<file path="src/core/ptp_regs_pkg.sv">
// Purpose: Shared constants for the per-port timestamp adjust register bank.
// Assumes: Avalon-MM byte addresses, one aligned 32-bit word per register.
// Notes: Bank codes with the top bit set are reserved and never answer.
package ptp_regs_pkg;

    // ==========================================================
    // Sizes
    localparam int NPORT = 3;
    localparam int ADDR_W = 9;
    localparam int DATA_W = 32;
    localparam int BE_W = 4;
    localparam int WORD_LSB = 2;
    localparam int LAT_W = 16;
    localparam int CNT_W = 3;
    localparam int TIME_W = 32;
    localparam int PORT_W = 2;
    localparam int BANK_W = 3;

    // ==========================================================
    // Register offsets
    localparam logic [ADDR_W-1:0] ADDR_SEL = 9'h154;
    localparam logic [ADDR_W-1:0] ADDR_LAT = 9'h158;
    localparam logic [ADDR_W-1:0] ADDR_ASYM = 9'h15C;
    localparam logic [ADDR_W-1:0] ADDR_CAP = 9'h160;
    localparam logic [ADDR_W-1:0] ADDR_RELEASE = 9'h164;
    localparam logic [ADDR_W-1:0] ADDR_CMD = 9'h168;

    // ==========================================================
    // Field positions
    localparam int SEL_BANK_LSB = 0;
    localparam int SEL_PORT_LSB = 4;
    localparam int TX_LAT_LSB = 16;
    localparam int RX_LAT_LSB = 0;
    localparam int ASYM_LSB = 16;
    localparam int PEER_LSB = 0;
    localparam int CNT_RX_LSB = 0;
    localparam int CNT_TX_LSB = 4;
    localparam int CMD_ENABLE_BIT = 0;

    // ==========================================================
    // Reset values
    localparam logic [LAT_W-1:0] LAT_PORT0_RST = 16'h0014;
    localparam logic [LAT_W-1:0] TX_LAT_RST = 16'h005F;
    localparam logic [LAT_W-1:0] RX_LAT_RST = 16'h011D;
    localparam logic [DATA_W-1:0] ASYM_RST = 32'h00000000;
    localparam logic [BANK_W-1:0] SEL_BANK_RST = 3'h0;
    localparam logic [PORT_W-1:0] SEL_PORT_RST = 2'h0;

    typedef enum logic [BANK_W-1:0] {
        BANK_GENERAL = 3'b000,
        BANK_RX = 3'b001,
        BANK_TX = 3'b010,
        BANK_GPIO = 3'b011
    } bank_t;

endpackage

</file>
<file path="src/core/stamp_counter.sv">
// Purpose: Saturating up/down count of timestamps held for one direction.
// Assumes: inc_i and dec_i are one-cycle pulses.
// Notes: Both in one cycle leave the count unchanged.
module stamp_counter #(
    parameter int W = 3
) (
    input wire logic mclk_i,
    input wire logic arst_n_i,
    input wire logic inc_i,
    input wire logic dec_i,
    output logic [W-1:0] count_o
);

    logic [W-1:0] next_count;

    always_comb
    begin
        next_count = count_o;
        // Saturate at both ends so a stray release cannot wrap to full
        if (inc_i && !dec_i && count_o != {W{1'b1}})
        begin
            next_count = count_o + {{(W-1){1'b0}}, 1'b1};
        end
        else if (dec_i && !inc_i && count_o != {W{1'b0}})
        begin
            next_count = count_o - {{(W-1){1'b0}}, 1'b1};
        end
    end

    always_ff @(posedge mclk_i or negedge arst_n_i)
    begin
        if (!arst_n_i)
        begin
            count_o <= {W{1'b0}};
        end
        else
        begin
            count_o <= next_count;
        end
    end

endmodule

</file>
<file path="src/core/ptp_port_timestamp_adjust_regs.sv">
// Purpose: Per-port latency, asymmetry and capture count registers, and
//          latency correction of captured egress and ingress times.
// Assumes: Avalon-MM slave with byte address; answer one cycle after request.
// Notes: Per-port registers answer only with the general bank selected; release writes act in any bank.
//
// Overview of operation
// - Port registers share space, steered by selects
// - Bank field 2:0 selects general, rx, tx, gpio
// - Port field 5:4 picks port instance accessed
// - Bits 31:16 hold transmit path latency ns
// - Bits 15:0 hold receive path latency ns
// - Ports 1,2 reset to 95 and 285
// - Port 0 resets both latencies to 20
// - Bits 31:16 signed asymmetry, reset zero
// - Bits 15:0 peer delay, reset zero
// - Capture info register is read-only counts
// - Egress count bits 6:4, up/down
// - Ingress count bits 2:0, up/down
module ptp_port_timestamp_adjust_regs
    import ptp_regs_pkg::*;
#(
    parameter int NP = NPORT
) (
    input wire logic mclk_i,
    input wire logic arst_n_i,
    input wire logic [ADDR_W-1:0] avs_address_i,
    input wire logic avs_read_i,
    input wire logic avs_write_i,
    input wire logic [DATA_W-1:0] avs_writedata_i,
    input wire logic [BE_W-1:0] avs_byteenable_i,
    output logic [DATA_W-1:0] avs_readdata_o,
    output logic avs_waitrequest_o,
    input wire logic egress_evt_i,
    input wire logic [PORT_W-1:0] egress_port_i,
    input wire logic [TIME_W-1:0] egress_time_i,
    input wire logic ingress_evt_i,
    input wire logic [PORT_W-1:0] ingress_port_i,
    input wire logic [TIME_W-1:0] ingress_time_i,
    output logic egress_stamp_valid_o,
    output logic [PORT_W-1:0] egress_stamp_port_o,
    output logic [TIME_W-1:0] egress_stamp_o,
    output logic ingress_stamp_valid_o,
    output logic [PORT_W-1:0] ingress_stamp_port_o,
    output logic [TIME_W-1:0] ingress_stamp_o,
    output logic timing_enable_o
);

    // ==========================================================
    // Helpers
    function automatic logic [DATA_W-1:0] be_merge(input logic [DATA_W-1:0] old_v,
                                                   input logic [DATA_W-1:0] new_v,
                                                   input logic [BE_W-1:0] be);
        logic [DATA_W-1:0] r;
        r = old_v;
        for (int b = 0; b < BE_W; b++)
        begin
            if (be[b])
            begin
                r[b*8 +: 8] = new_v[b*8 +: 8];
            end
        end
        return r;
    endfunction

    function automatic logic reg_hit(input logic [ADDR_W-1:0] a, input logic [ADDR_W-1:0] off);
        return a[ADDR_W-1:WORD_LSB] == off[ADDR_W-1:WORD_LSB];
    endfunction

    function automatic logic [DATA_W-1:0] lat_reset(input int p);
        if (p == 0)
        begin
            return {LAT_PORT0_RST, LAT_PORT0_RST};
        end
        return {TX_LAT_RST, RX_LAT_RST};
    endfunction

    function automatic logic port_ok(input logic [PORT_W-1:0] p);
        return 32'(p) < NP;
    endfunction

    // ==========================================================
    // State
    logic [DATA_W-1:0] lat [NP];
    logic [DATA_W-1:0] asym [NP];
    logic [DATA_W-1:0] next_lat [NP];
    logic [DATA_W-1:0] next_asym [NP];
    logic [BANK_W-1:0] sel_bank;
    logic [PORT_W-1:0] sel_port;
    logic [BANK_W-1:0] next_sel_bank;
    logic [PORT_W-1:0] next_sel_port;
    logic next_enable;
    logic next_wait;
    logic [DATA_W-1:0] next_rdata;
    logic [CNT_W-1:0] rx_cnt [NP];
    logic [CNT_W-1:0] tx_cnt [NP];
    logic [NP-1:0] rx_inc;
    logic [NP-1:0] tx_inc;
    logic [NP-1:0] rx_dec;
    logic [NP-1:0] tx_dec;
    logic wr_done;
    logic port_access;
    logic [LAT_W-1:0] tx_lat_sel;
    logic [LAT_W-1:0] rx_lat_sel;

    // A write takes effect only on the cycle its wait has dropped
    assign wr_done = avs_write_i && !avs_waitrequest_o;
    assign port_access = (sel_bank == BANK_GENERAL) && port_ok(sel_port);

    // ==========================================================
    // Bus slave and register writes
    always_comb
    begin
        next_wait = avs_waitrequest_o ? !(avs_read_i || avs_write_i) : 1'b1;
        next_rdata = avs_readdata_o;
        next_sel_bank = sel_bank;
        next_sel_port = sel_port;
        next_enable = timing_enable_o;
        for (int p = 0; p < NP; p++)
        begin
            next_lat[p] = lat[p];
            next_asym[p] = asym[p];
            rx_dec[p] = 1'b0;
            tx_dec[p] = 1'b0;
        end
        if (avs_read_i && avs_waitrequest_o)
        begin
            next_rdata = {DATA_W{1'b0}};
            if (reg_hit(avs_address_i, ADDR_SEL))
            begin
                next_rdata[SEL_BANK_LSB +: BANK_W] = sel_bank;
                next_rdata[SEL_PORT_LSB +: PORT_W] = sel_port;
            end
            else if (reg_hit(avs_address_i, ADDR_CMD))
            begin
                next_rdata[CMD_ENABLE_BIT] = timing_enable_o;
            end
            else if (port_access)
            begin
                if (reg_hit(avs_address_i, ADDR_LAT))
                begin
                    next_rdata = lat[sel_port];
                end
                else if (reg_hit(avs_address_i, ADDR_ASYM))
                begin
                    next_rdata = asym[sel_port];
                end
                else if (reg_hit(avs_address_i, ADDR_CAP))
                begin
                    next_rdata[CNT_RX_LSB +: CNT_W] = rx_cnt[sel_port];
                    next_rdata[CNT_TX_LSB +: CNT_W] = tx_cnt[sel_port];
                end
            end
        end
        if (wr_done)
        begin
            if (reg_hit(avs_address_i, ADDR_SEL) && avs_byteenable_i[0])
            begin
                next_sel_bank = avs_writedata_i[SEL_BANK_LSB +: BANK_W];
                next_sel_port = avs_writedata_i[SEL_PORT_LSB +: PORT_W];
            end
            else if (reg_hit(avs_address_i, ADDR_CMD) && avs_byteenable_i[0])
            begin
                next_enable = avs_writedata_i[CMD_ENABLE_BIT];
            end
            else if (reg_hit(avs_address_i, ADDR_RELEASE) && avs_byteenable_i[0] && port_ok(sel_port))
            begin
                rx_dec[sel_port] = |avs_writedata_i[CNT_RX_LSB +: CNT_W];
                tx_dec[sel_port] = |avs_writedata_i[CNT_TX_LSB +: CNT_W];
            end
            else if (port_access && reg_hit(avs_address_i, ADDR_LAT))
            begin
                next_lat[sel_port] = be_merge(lat[sel_port], avs_writedata_i, avs_byteenable_i);
            end
            else if (port_access && reg_hit(avs_address_i, ADDR_ASYM))
            begin
                next_asym[sel_port] = be_merge(asym[sel_port], avs_writedata_i, avs_byteenable_i);
            end
            // Capture counts ignore writes; unmapped words likewise
        end
    end

    always_ff @(posedge mclk_i or negedge arst_n_i)
    begin
        if (!arst_n_i)
        begin
            avs_waitrequest_o <= 1'b1;
            avs_readdata_o <= {DATA_W{1'b0}};
            sel_bank <= SEL_BANK_RST;
            sel_port <= SEL_PORT_RST;
            timing_enable_o <= 1'b0;
            for (int p = 0; p < NP; p++)
            begin
                lat[p] <= lat_reset(p);
                asym[p] <= ASYM_RST;
            end
        end
        else
        begin
            avs_waitrequest_o <= next_wait;
            avs_readdata_o <= next_rdata;
            sel_bank <= next_sel_bank;
            sel_port <= next_sel_port;
            timing_enable_o <= next_enable;
            for (int p = 0; p < NP; p++)
            begin
                lat[p] <= next_lat[p];
                asym[p] <= next_asym[p];
            end
        end
    end

    // ==========================================================
    // Timestamp correction and counts
    // Latencies are read live; software keeps them still while enabled
    assign tx_lat_sel = port_ok(egress_port_i) ? lat[egress_port_i][TX_LAT_LSB +: LAT_W] : {LAT_W{1'b0}};
    assign rx_lat_sel = port_ok(ingress_port_i) ? lat[ingress_port_i][RX_LAT_LSB +: LAT_W] : {LAT_W{1'b0}};

    always_comb
    begin
        for (int p = 0; p < NP; p++)
        begin
            tx_inc[p] = timing_enable_o && egress_evt_i && 32'(egress_port_i) == p;
            rx_inc[p] = timing_enable_o && ingress_evt_i && 32'(ingress_port_i) == p;
        end
    end

    always_ff @(posedge mclk_i or negedge arst_n_i)
    begin
        if (!arst_n_i)
        begin
            egress_stamp_valid_o <= 1'b0;
            egress_stamp_port_o <= {PORT_W{1'b0}};
            egress_stamp_o <= {TIME_W{1'b0}};
            ingress_stamp_valid_o <= 1'b0;
            ingress_stamp_port_o <= {PORT_W{1'b0}};
            ingress_stamp_o <= {TIME_W{1'b0}};
        end
        else
        begin
            // Port 3 still stamps, with no latency and no count
            egress_stamp_valid_o <= timing_enable_o && egress_evt_i;
            egress_stamp_port_o <= egress_port_i;
            egress_stamp_o <= egress_time_i + TIME_W'(tx_lat_sel);
            ingress_stamp_valid_o <= timing_enable_o && ingress_evt_i;
            ingress_stamp_port_o <= ingress_port_i;
            ingress_stamp_o <= ingress_time_i - TIME_W'(rx_lat_sel);
        end
    end

    for (genvar g = 0; g < NP; g++)
    begin : g_cnt
        stamp_counter #(.W(CNT_W)) u_rx (
            .mclk_i(mclk_i),
            .arst_n_i(arst_n_i),
            .inc_i(rx_inc[g]),
            .dec_i(rx_dec[g]),
            .count_o(rx_cnt[g])
        );
        stamp_counter #(.W(CNT_W)) u_tx (
            .mclk_i(mclk_i),
            .arst_n_i(arst_n_i),
            .inc_i(tx_inc[g]),
            .dec_i(tx_dec[g]),
            .count_o(tx_cnt[g])
        );
    end

    // ==========================================================
    // Checks
    logic untouched;
    always_ff @(posedge mclk_i or negedge arst_n_i)
    begin
        if (!arst_n_i)
        begin
            untouched <= 1'b1;
        end
        else if (wr_done && (reg_hit(avs_address_i, ADDR_LAT) || reg_hit(avs_address_i, ADDR_ASYM)))
        begin
            untouched <= 1'b0;
        end
    end

    a_bank_gate: assert property (@(posedge mclk_i) disable iff (!arst_n_i)
        (avs_read_i && !avs_waitrequest_o && reg_hit(avs_address_i, ADDR_LAT) && sel_bank != BANK_GENERAL)
        |-> avs_readdata_o == {DATA_W{1'b0}})
        else $error("latency register answered outside the general bank");
    a_sel_write: assert property (@(posedge mclk_i) disable iff (!arst_n_i)
        (wr_done && reg_hit(avs_address_i, ADDR_SEL) && avs_byteenable_i[0])
        |=> sel_bank == $past(avs_writedata_i[SEL_BANK_LSB +: BANK_W])
            && sel_port == $past(avs_writedata_i[SEL_PORT_LSB +: PORT_W]))
        else $error("select fields did not take the written value");
    a_tx_stamp: assert property (@(posedge mclk_i) disable iff (!arst_n_i)
        (egress_evt_i && timing_enable_o)
        |=> egress_stamp_valid_o && egress_stamp_o == $past(egress_time_i) + TIME_W'($past(tx_lat_sel)))
        else $error("egress stamp not corrected by transmit latency");
    a_rx_stamp: assert property (@(posedge mclk_i) disable iff (!arst_n_i)
        (ingress_evt_i && timing_enable_o)
        |=> ingress_stamp_valid_o && ingress_stamp_o == $past(ingress_time_i) - TIME_W'($past(rx_lat_sel)))
        else $error("ingress stamp not corrected by receive latency");
    a_lat_default: assert property (@(posedge mclk_i) disable iff (!arst_n_i)
        untouched |-> lat[0] == {LAT_PORT0_RST, LAT_PORT0_RST} && lat[1] == {TX_LAT_RST, RX_LAT_RST})
        else $error("latency default lost without a write");
    a_asym_zero: assert property (@(posedge mclk_i) disable iff (!arst_n_i)
        untouched |-> asym[0] == ASYM_RST && asym[NP-1] == ASYM_RST)
        else $error("asymmetry register not zero after reset");
    a_cap_read: assert property (@(posedge mclk_i) disable iff (!arst_n_i)
        (avs_read_i && avs_waitrequest_o && reg_hit(avs_address_i, ADDR_CAP) && port_access)
        |=> !avs_waitrequest_o && avs_readdata_o[CNT_RX_LSB +: CNT_W] == $past(rx_cnt[sel_port])
            && avs_readdata_o[CNT_TX_LSB +: CNT_W] == $past(tx_cnt[sel_port]))
        else $error("capture counts read back wrong");
    a_rx_count_up: assert property (@(posedge mclk_i) disable iff (!arst_n_i)
        (rx_inc[0] && !rx_dec[0] && rx_cnt[0] != {CNT_W{1'b1}})
        |=> rx_cnt[0] == $past(rx_cnt[0]) + 3'h1)
        else $error("ingress count did not rise");
    a_tx_count_down: assert property (@(posedge mclk_i) disable iff (!arst_n_i)
        (tx_dec[0] && !tx_inc[0] && tx_cnt[0] != {CNT_W{1'b0}})
        |=> tx_cnt[0] == $past(tx_cnt[0]) - 3'h1)
        else $error("egress count did not fall");

endmodule

</file>
<file path="config.mk">
export PLATFORM = sky130hd
export DESIGN_NAME = ptp_port_timestamp_adjust_regs
export DESIGN_NICKNAME = d
export VERILOG_FILES = /design/src/core/ptp_regs_pkg.sv /design/src/core/stamp_counter.sv /design/src/core/ptp_port_timestamp_adjust_regs.sv
export SDC_FILE = /design/constraint.sdc
export NUM_CORES = 1
export LEC_CHECK = 0
export BUFFER_PORTS_ARGS = -buffer_cell sky130_fd_sc_hd__buf_2
export CAP_MARGIN = 20
export CORE_MARGIN = 10
export CORE_UTILIZATION = 50
export DETAILED_ROUTE_END_ITERATION = 8
export GPL_TIMING_DRIVEN = 0
export PLACE_DENSITY = 0.79
export SYNTH_ARGS = -nofsm -noshare
export SYNTH_HDL_FRONTEND = slang
export SYNTH_HIERARCHICAL = 1
export SYNTH_SLANG_ARGS = --single-unit
</file>
<file path="constraint.sdc">
create_clock -name mclk_i -period 8.8 [get_ports mclk_i]
set_clock_uncertainty 0.05 [all_clocks]
set_input_delay 0.88 -clock mclk_i [delete_from_list [all_inputs] [get_ports mclk_i]]
set_output_delay 0.88 -clock mclk_i [all_outputs]
set_load 0.01 [all_outputs]
</file>
* Yosys cells after proc, flatten, opt, wreduce, memory -nomap -nowiden
Index checks and enable logic that the tools add are counted. Widths: inputs -> output; s select.
Cells by class: equal/unequal tests 16, order comparisons 9, reduce and logical (&&, ||, !) cells 79, mux-type cells 113, bitwise gates (word level) 9, add/sub/neg operators 14
Operators by type and width (number):
- $mux 8 | 52
- $mux 32 | 9
- $bmux 32 s2 | 4
- $bwmux 96 | 2
- $mux 3 | 29
- $demux 32 s2 | 1
- $mux 16 | 4
- $logic_and 1x1->1 | 43
- $eq 7x7->1 const B | 6
- $add 32x16->32 | 1
- $sub 32x16->32 | 1
- $mux 31 | 1
- $mux 26 | 1
- $mux 25 | 1
- $add 3x1->3 const B | 6
- $ne 3x3->1 const B | 6
- $reduce_bool 3->1 | 6
- $sub 3x1->3 const B | 6
- $logic_not 1->1 | 14
- $bmux 3 s2 | 2
- $reduce_bool 2->1 | 6
- $ge 3x3->1 const B | 3
- $not 2->3 | 3
- $and 3x3->3 | 2
- 18 further kinds | 31
Storage, ports and cells: flip-flop bits (word level) 319, input bits 119

* Logic depth before layout (Yosys ltp)
word-level depth 13, mapped depth 16, gate-level depth less buffers 12

* By module
Netlist, hierarchy kept.
Modules (own cells, without submodules):
- ptp_port_timestamp_adjust_regs | instances 1, cells each 1644, sequential area each 7566.0 µm², area an instance 15377.2 µm²
- stamp_counter | instances 6, cells each 36, sequential area each 75.1 µm², area an instance 311.5 µm²

* Least setup slack after synthesis
OpenSTA, ideal clock, no wires.
path type input -> register, start point input egress_port_i[1], end point register egress_stamp_o[30], setup time 0.080 ns, stages on the path 16, path slack 4.964 ns, arrival 3.706 ns, path through clkbuf_1 -> nor2b_1 -> clkbuf_1 -> clkbuf_1 -> nand2_1 -> o21ai_0 -> ha_1 -> fa_1 -> a21o_1 -> a31o_2 -> a21oi_4 -> o211ai_1 -> and3_1 -> buf_2 -> nand3_1 -> xnor2_1
On the way: longest elaborated chain between the ends 6, elaborated cells between the ends (all ways) 7, classes of those cells add/sub (1); order compare (1); mux (4); bitwise (1)
RTL lines:
- start: declaration | line ptp_port_timestamp_adjust_regs.sv:34 | input wire logic [PORT_W-1:0] egress_port_i,
- $not 2->3 (not written as such) | line ptp_port_timestamp_adjust_regs.sv:215 | assign tx_lat_sel = port_ok(egress_port_i) ? lat[egress_port_i][TX_LAT_LSB +: LAT_W] : {LAT_W{1'b0}};
- $bmux 32 s2 | line ptp_port_timestamp_adjust_regs.sv:215
- $mux 32 (not written as such) (2 in a row) | line ptp_port_timestamp_adjust_regs.sv:215
- $mux 16 (*) | line ptp_port_timestamp_adjust_regs.sv:215
- $add 32x16->32 (*) | line ptp_port_timestamp_adjust_regs.sv:243 | egress_stamp_o <= egress_time_i + TIME_W'(tx_lat_sel);
- end signal: assignment | line ptp_port_timestamp_adjust_regs.sv:233 | egress_stamp_o <= {TIME_W{1'b0}};
- end signal: assignment | line ptp_port_timestamp_adjust_regs.sv:243
- end: declaration | line ptp_port_timestamp_adjust_regs.sv:41 | output logic [TIME_W-1:0] egress_stamp_o,
Every way passes the cells marked *; elsewhere a longest branch is shown, timed or not. The select of a mux whose other input is x is not followed. A chain may end at the register's enable or synchronous reset.

* Worst setup path in the final report
start point input egress_port_i[1], end point register egress_stamp_o[22]
The elaborated chain is that of the path after synthesis.

==> metrics.md <==
| Metric | Value |
|---|---|
| Status | finished clean |
| Slew Viols, Final | 0 |
| Count of final setup violators | 0 |
| Crit Path Class | input port to flip-flop |
| Synth cell types | between 70 and 80 |
| Met2 GRT Util | 38.1% |
| Setup TNS | 0 ps |
| Placed Cells | about 2500 |
| Final WS setup | ~4500 ps |
| H-tree depth | 2 |
| Gates resized, CTS repair | 0 |
| Slowest cell on the critical path | clkbuf_1 |
| Area of the core | 33800 µm² |
| Die width | 206 µm |
| Register bit total from synthesis | 319 |
| Height of the die | 206 µm |
| Diode count | 0 |
| Starting Density | 51.0% |
| Largest net degree at the start of global routing | 119 |
| Hold buffers post-CTS | 0 |
| Top post-synthesis cells by area | dfrtp_1 42%, o21ai_0 11%, nand2_1 7.7% |
| Layer with the highest usage | met2 |
| Critical path endpoint category | flip-flop |
| Vias/cell | 5.91 |
| CP cell instances | buf_2, clkbuf_1, nor2b_1, clkbuf_1, clkbuf_1, nand2_1, o21ai_0, ha_1, fa_1, a21o_1, a31o_2, a21oi_4, o211ai_1, and3_1, buf_2, nand3_1, xnor2_1 |
| Leading cell type in the layout, fill and taps excluded | o21ai_0 |
| DRC | 0 |
| PwrDens | between 150 and 200 nW/µm² |
| Synthesized instance count | 1860 |
| CP Max Fanout | 10 |
| Detailed placement HPWL | between 30000 and 40000 µm |
| Met1 Usage GRT | 30.8% |
| Synth Net Count | slightly above 2000 |
| Share of layout cells above drive strength 1 | 19.9% |
| Leading cell types in the layout, fill and taps excluded | 374 x o21ai_0, 356 x nand2_1, 292 x dfrtp_1, 273 x buf_2, 128 x mux2i_1 |
| Routed WL per cell | just under 20 µm |
| Layout area overhead | 16.9% |
| Fin cells | ~2600 |
| Slew HR | 44.7% |
| CP startpoint | egress_port_i[1] |
| Hold Path Class | input port to asynchronous set/reset pin |
| Later-pin clock latency in the skew report | approximately 540 ps |
| P_leak | 8.81 nW |
| Area leader, netlist | dfrtp_1 |
| Worst slew pin tran | 829 ps |
| FILL cells | 2837 |
| EDFF count, synth | 0 |
| Depth of the worst register-to-register path | 13 |
| Max_cap viols | 0 |
| Total grt overflow | 0 |
| Gpl congestion | 0.957 |
| Drt total wl | 51500 µm |
| Met3 GRT Util | roughly 4.7% |
| IO Port Bufs | between 200 and 250 |
| CP peak stage delay | between 500 and 600 ps |
| Post-Syn Area | 17200 µm² |
| Via count | roughly 15000 |
| CP most frequent cell | clkbuf_1 |
| Total Routing Usage GR | 23.6% |
| Fin crit period | around 4300 ps |
| Crit path DAT | 4740 ps |
| Root buffer cell | clkbuf_16 |
| Fmax | 230 MHz |
| Clk slew on worst S/H paths | 60 ps |
| Worst R2R Start | sel_port[1] |
| Multi-input logic area | 8540 µm² |
| Die area | 42300 µm² |
| Critical path required time | 9200 ps |
| CTS tree | done |
| Num CTS Buffers | 34 |
| Vias in the first global route | between 10000 and 15000 |
| # rows | 67 |
| # Post-CTS Setup Buffers | 0 |
| CTS Buffer Depth | 3 |
| Num ports | 223 |
| Initial antenna violation count | 0 |
| Critical path launch point type | input port |
| CTS Sinks | 319 |
| Register Area | approximately 8000 µm² |
| Post-route ant nets | 0 |
| Final Net Count | 2278 |
| Predominant post-synthesis flop cell | dfrtp_1 |
| Yosys warnings | 6 |
| Dpl ws | 4000 ps |
| Sequential area share after synthesis | 46.5% |
| Post-Syn Area per Cell | 9.27 µm² |
| DR iter-0 viols | between 1500 and 2000 |
| First-pass GRT wire length | 80700 µm |
| Drt first pass iters | 5 |
| Share of the synthesized area in the top cell type | 42.4% |
| Tcrit/Tclk final | 49.3% |
| RSZ-0062 raised after global routing | no |
| Hold Violations, Final | 0 |
| Synth async-reset ratio | 100% |
| Worst vdd ir | 0.125 mV |
## worst paths after layout
check / to / slack, ps
max: egress_stamp_o[22] / 4460
min: avs_readdata_o[20] / 320
max reg2reg: g_cnt[0].u_rx/count_o[1] / 4880
min reg2reg: asym[51] / 430
max in group asynchronous: lat[32] / 6860
min in group mclk_i: egress_stamp_port_o[0] / 420
## synth_stat cells, types with 8 or more instances
library cell	n
dfstp_2	27
o21ai_1	31
and3_1	19
xor2_1	23
mux2i_1	128
clkbuf_1	50
buf_2	55
nor2_1	37
nand3_1	31
o211ai_1	8
mux2_2	16
nor3b_1	22
or3_1	15
fa_1	8
xnor2_1	41
nand2_1	356
o21ai_0	374
ha_1	34
inv_1	21
nand2b_1	40
a21oi_1	50
o21a_1	14
nor2b_1	13
a31oi_1	8
a21o_1	8
nor3_1	14
dfrtp_1	292
## worst max-delay path: cells and delay by family
kind                       cells  cell delay [ps]
adders and majority gates      2              680
buffers and inverters          5             1530
AOI/OAI and AO/OA              5              930
xor gates and xnor gates       1              130
and+or+nand+nor                4              590
## power by group
group	internal, mW	total, mW	switching (mW)	leakage [nW]
Combinational	0.128	0.354	0.226	4.03
Clock	0.902	1.52	0.619	0.586
Sequential	1.51	1.53	0.0200	4.19
Total	2.54	3.40	0.865	8.81
## cell type report
class	count	area share, %
multi-input cells	1397	42.4
flip-flops and latches	319	39.8
repair buffers	221	5.76
clock buffers	43	4.79
plain buffers	122	3.00
well taps	448	2.78
clock inverters	17	1.11
inverters	22	0.410
## layer usage
layer | vias to the layer above | share of wire, % | wire length (µm)
li1 | 7021 | - | -
met1 | 7430 | 41 | 21000
met2 | 724 | 46 | 23900
met3 | 115 | 9.3 | 4770
met4 | 0 | 3.5 | 1820
met5 | - | 0 | 0
## per-stage QoR
| stage | hold WS, ps | instance area, µm² | total power, mW | util (%) |
|---|---|---|---|---|
| after global placement | 404 | 18900 | 1.89 | 56.0 |
| after floorplan | 399 | 17200 | 1.74 | - |
| after global routing | 390 | 20200 | 3.50 | 59.7 |
| after detailed placement | 418 | 19000 | 1.90 | 56.1 |
| final | 319 | 20200 | 3.40 | 59.7 |
| after CTS | 369 | 20200 | 3.41 | 59.7 |
## flip-flops by register name (all words and copies together) (netlist names), 3 cells and up
name / count
sel_bank: 3
avs_readdata_o: 32
g_cnt.u_tx/count_o: 9
lat: 96
g_cnt.u_rx/count_o: 9
ingress_stamp_o: 32
asym: 96
egress_stamp_o: 32
## cells by family (layout without fill, tap and decap cells)
group / count (synthesis) / in the layout / share of synthesized area, %
compound gates: 554 / 554 / 18.3
xor+xnor: 64 / 64 / 3.25
fa+ha+maj: 42 / 42 / 3.40
buf+inv: 144 / 425 / 3.99
flops: 319 / 319 / 46.5
mux: 144 / 144 / 8.47
simple gates: 593 / 593 / 16.1
No activity file was read; power rests on OpenSTA's default activity.
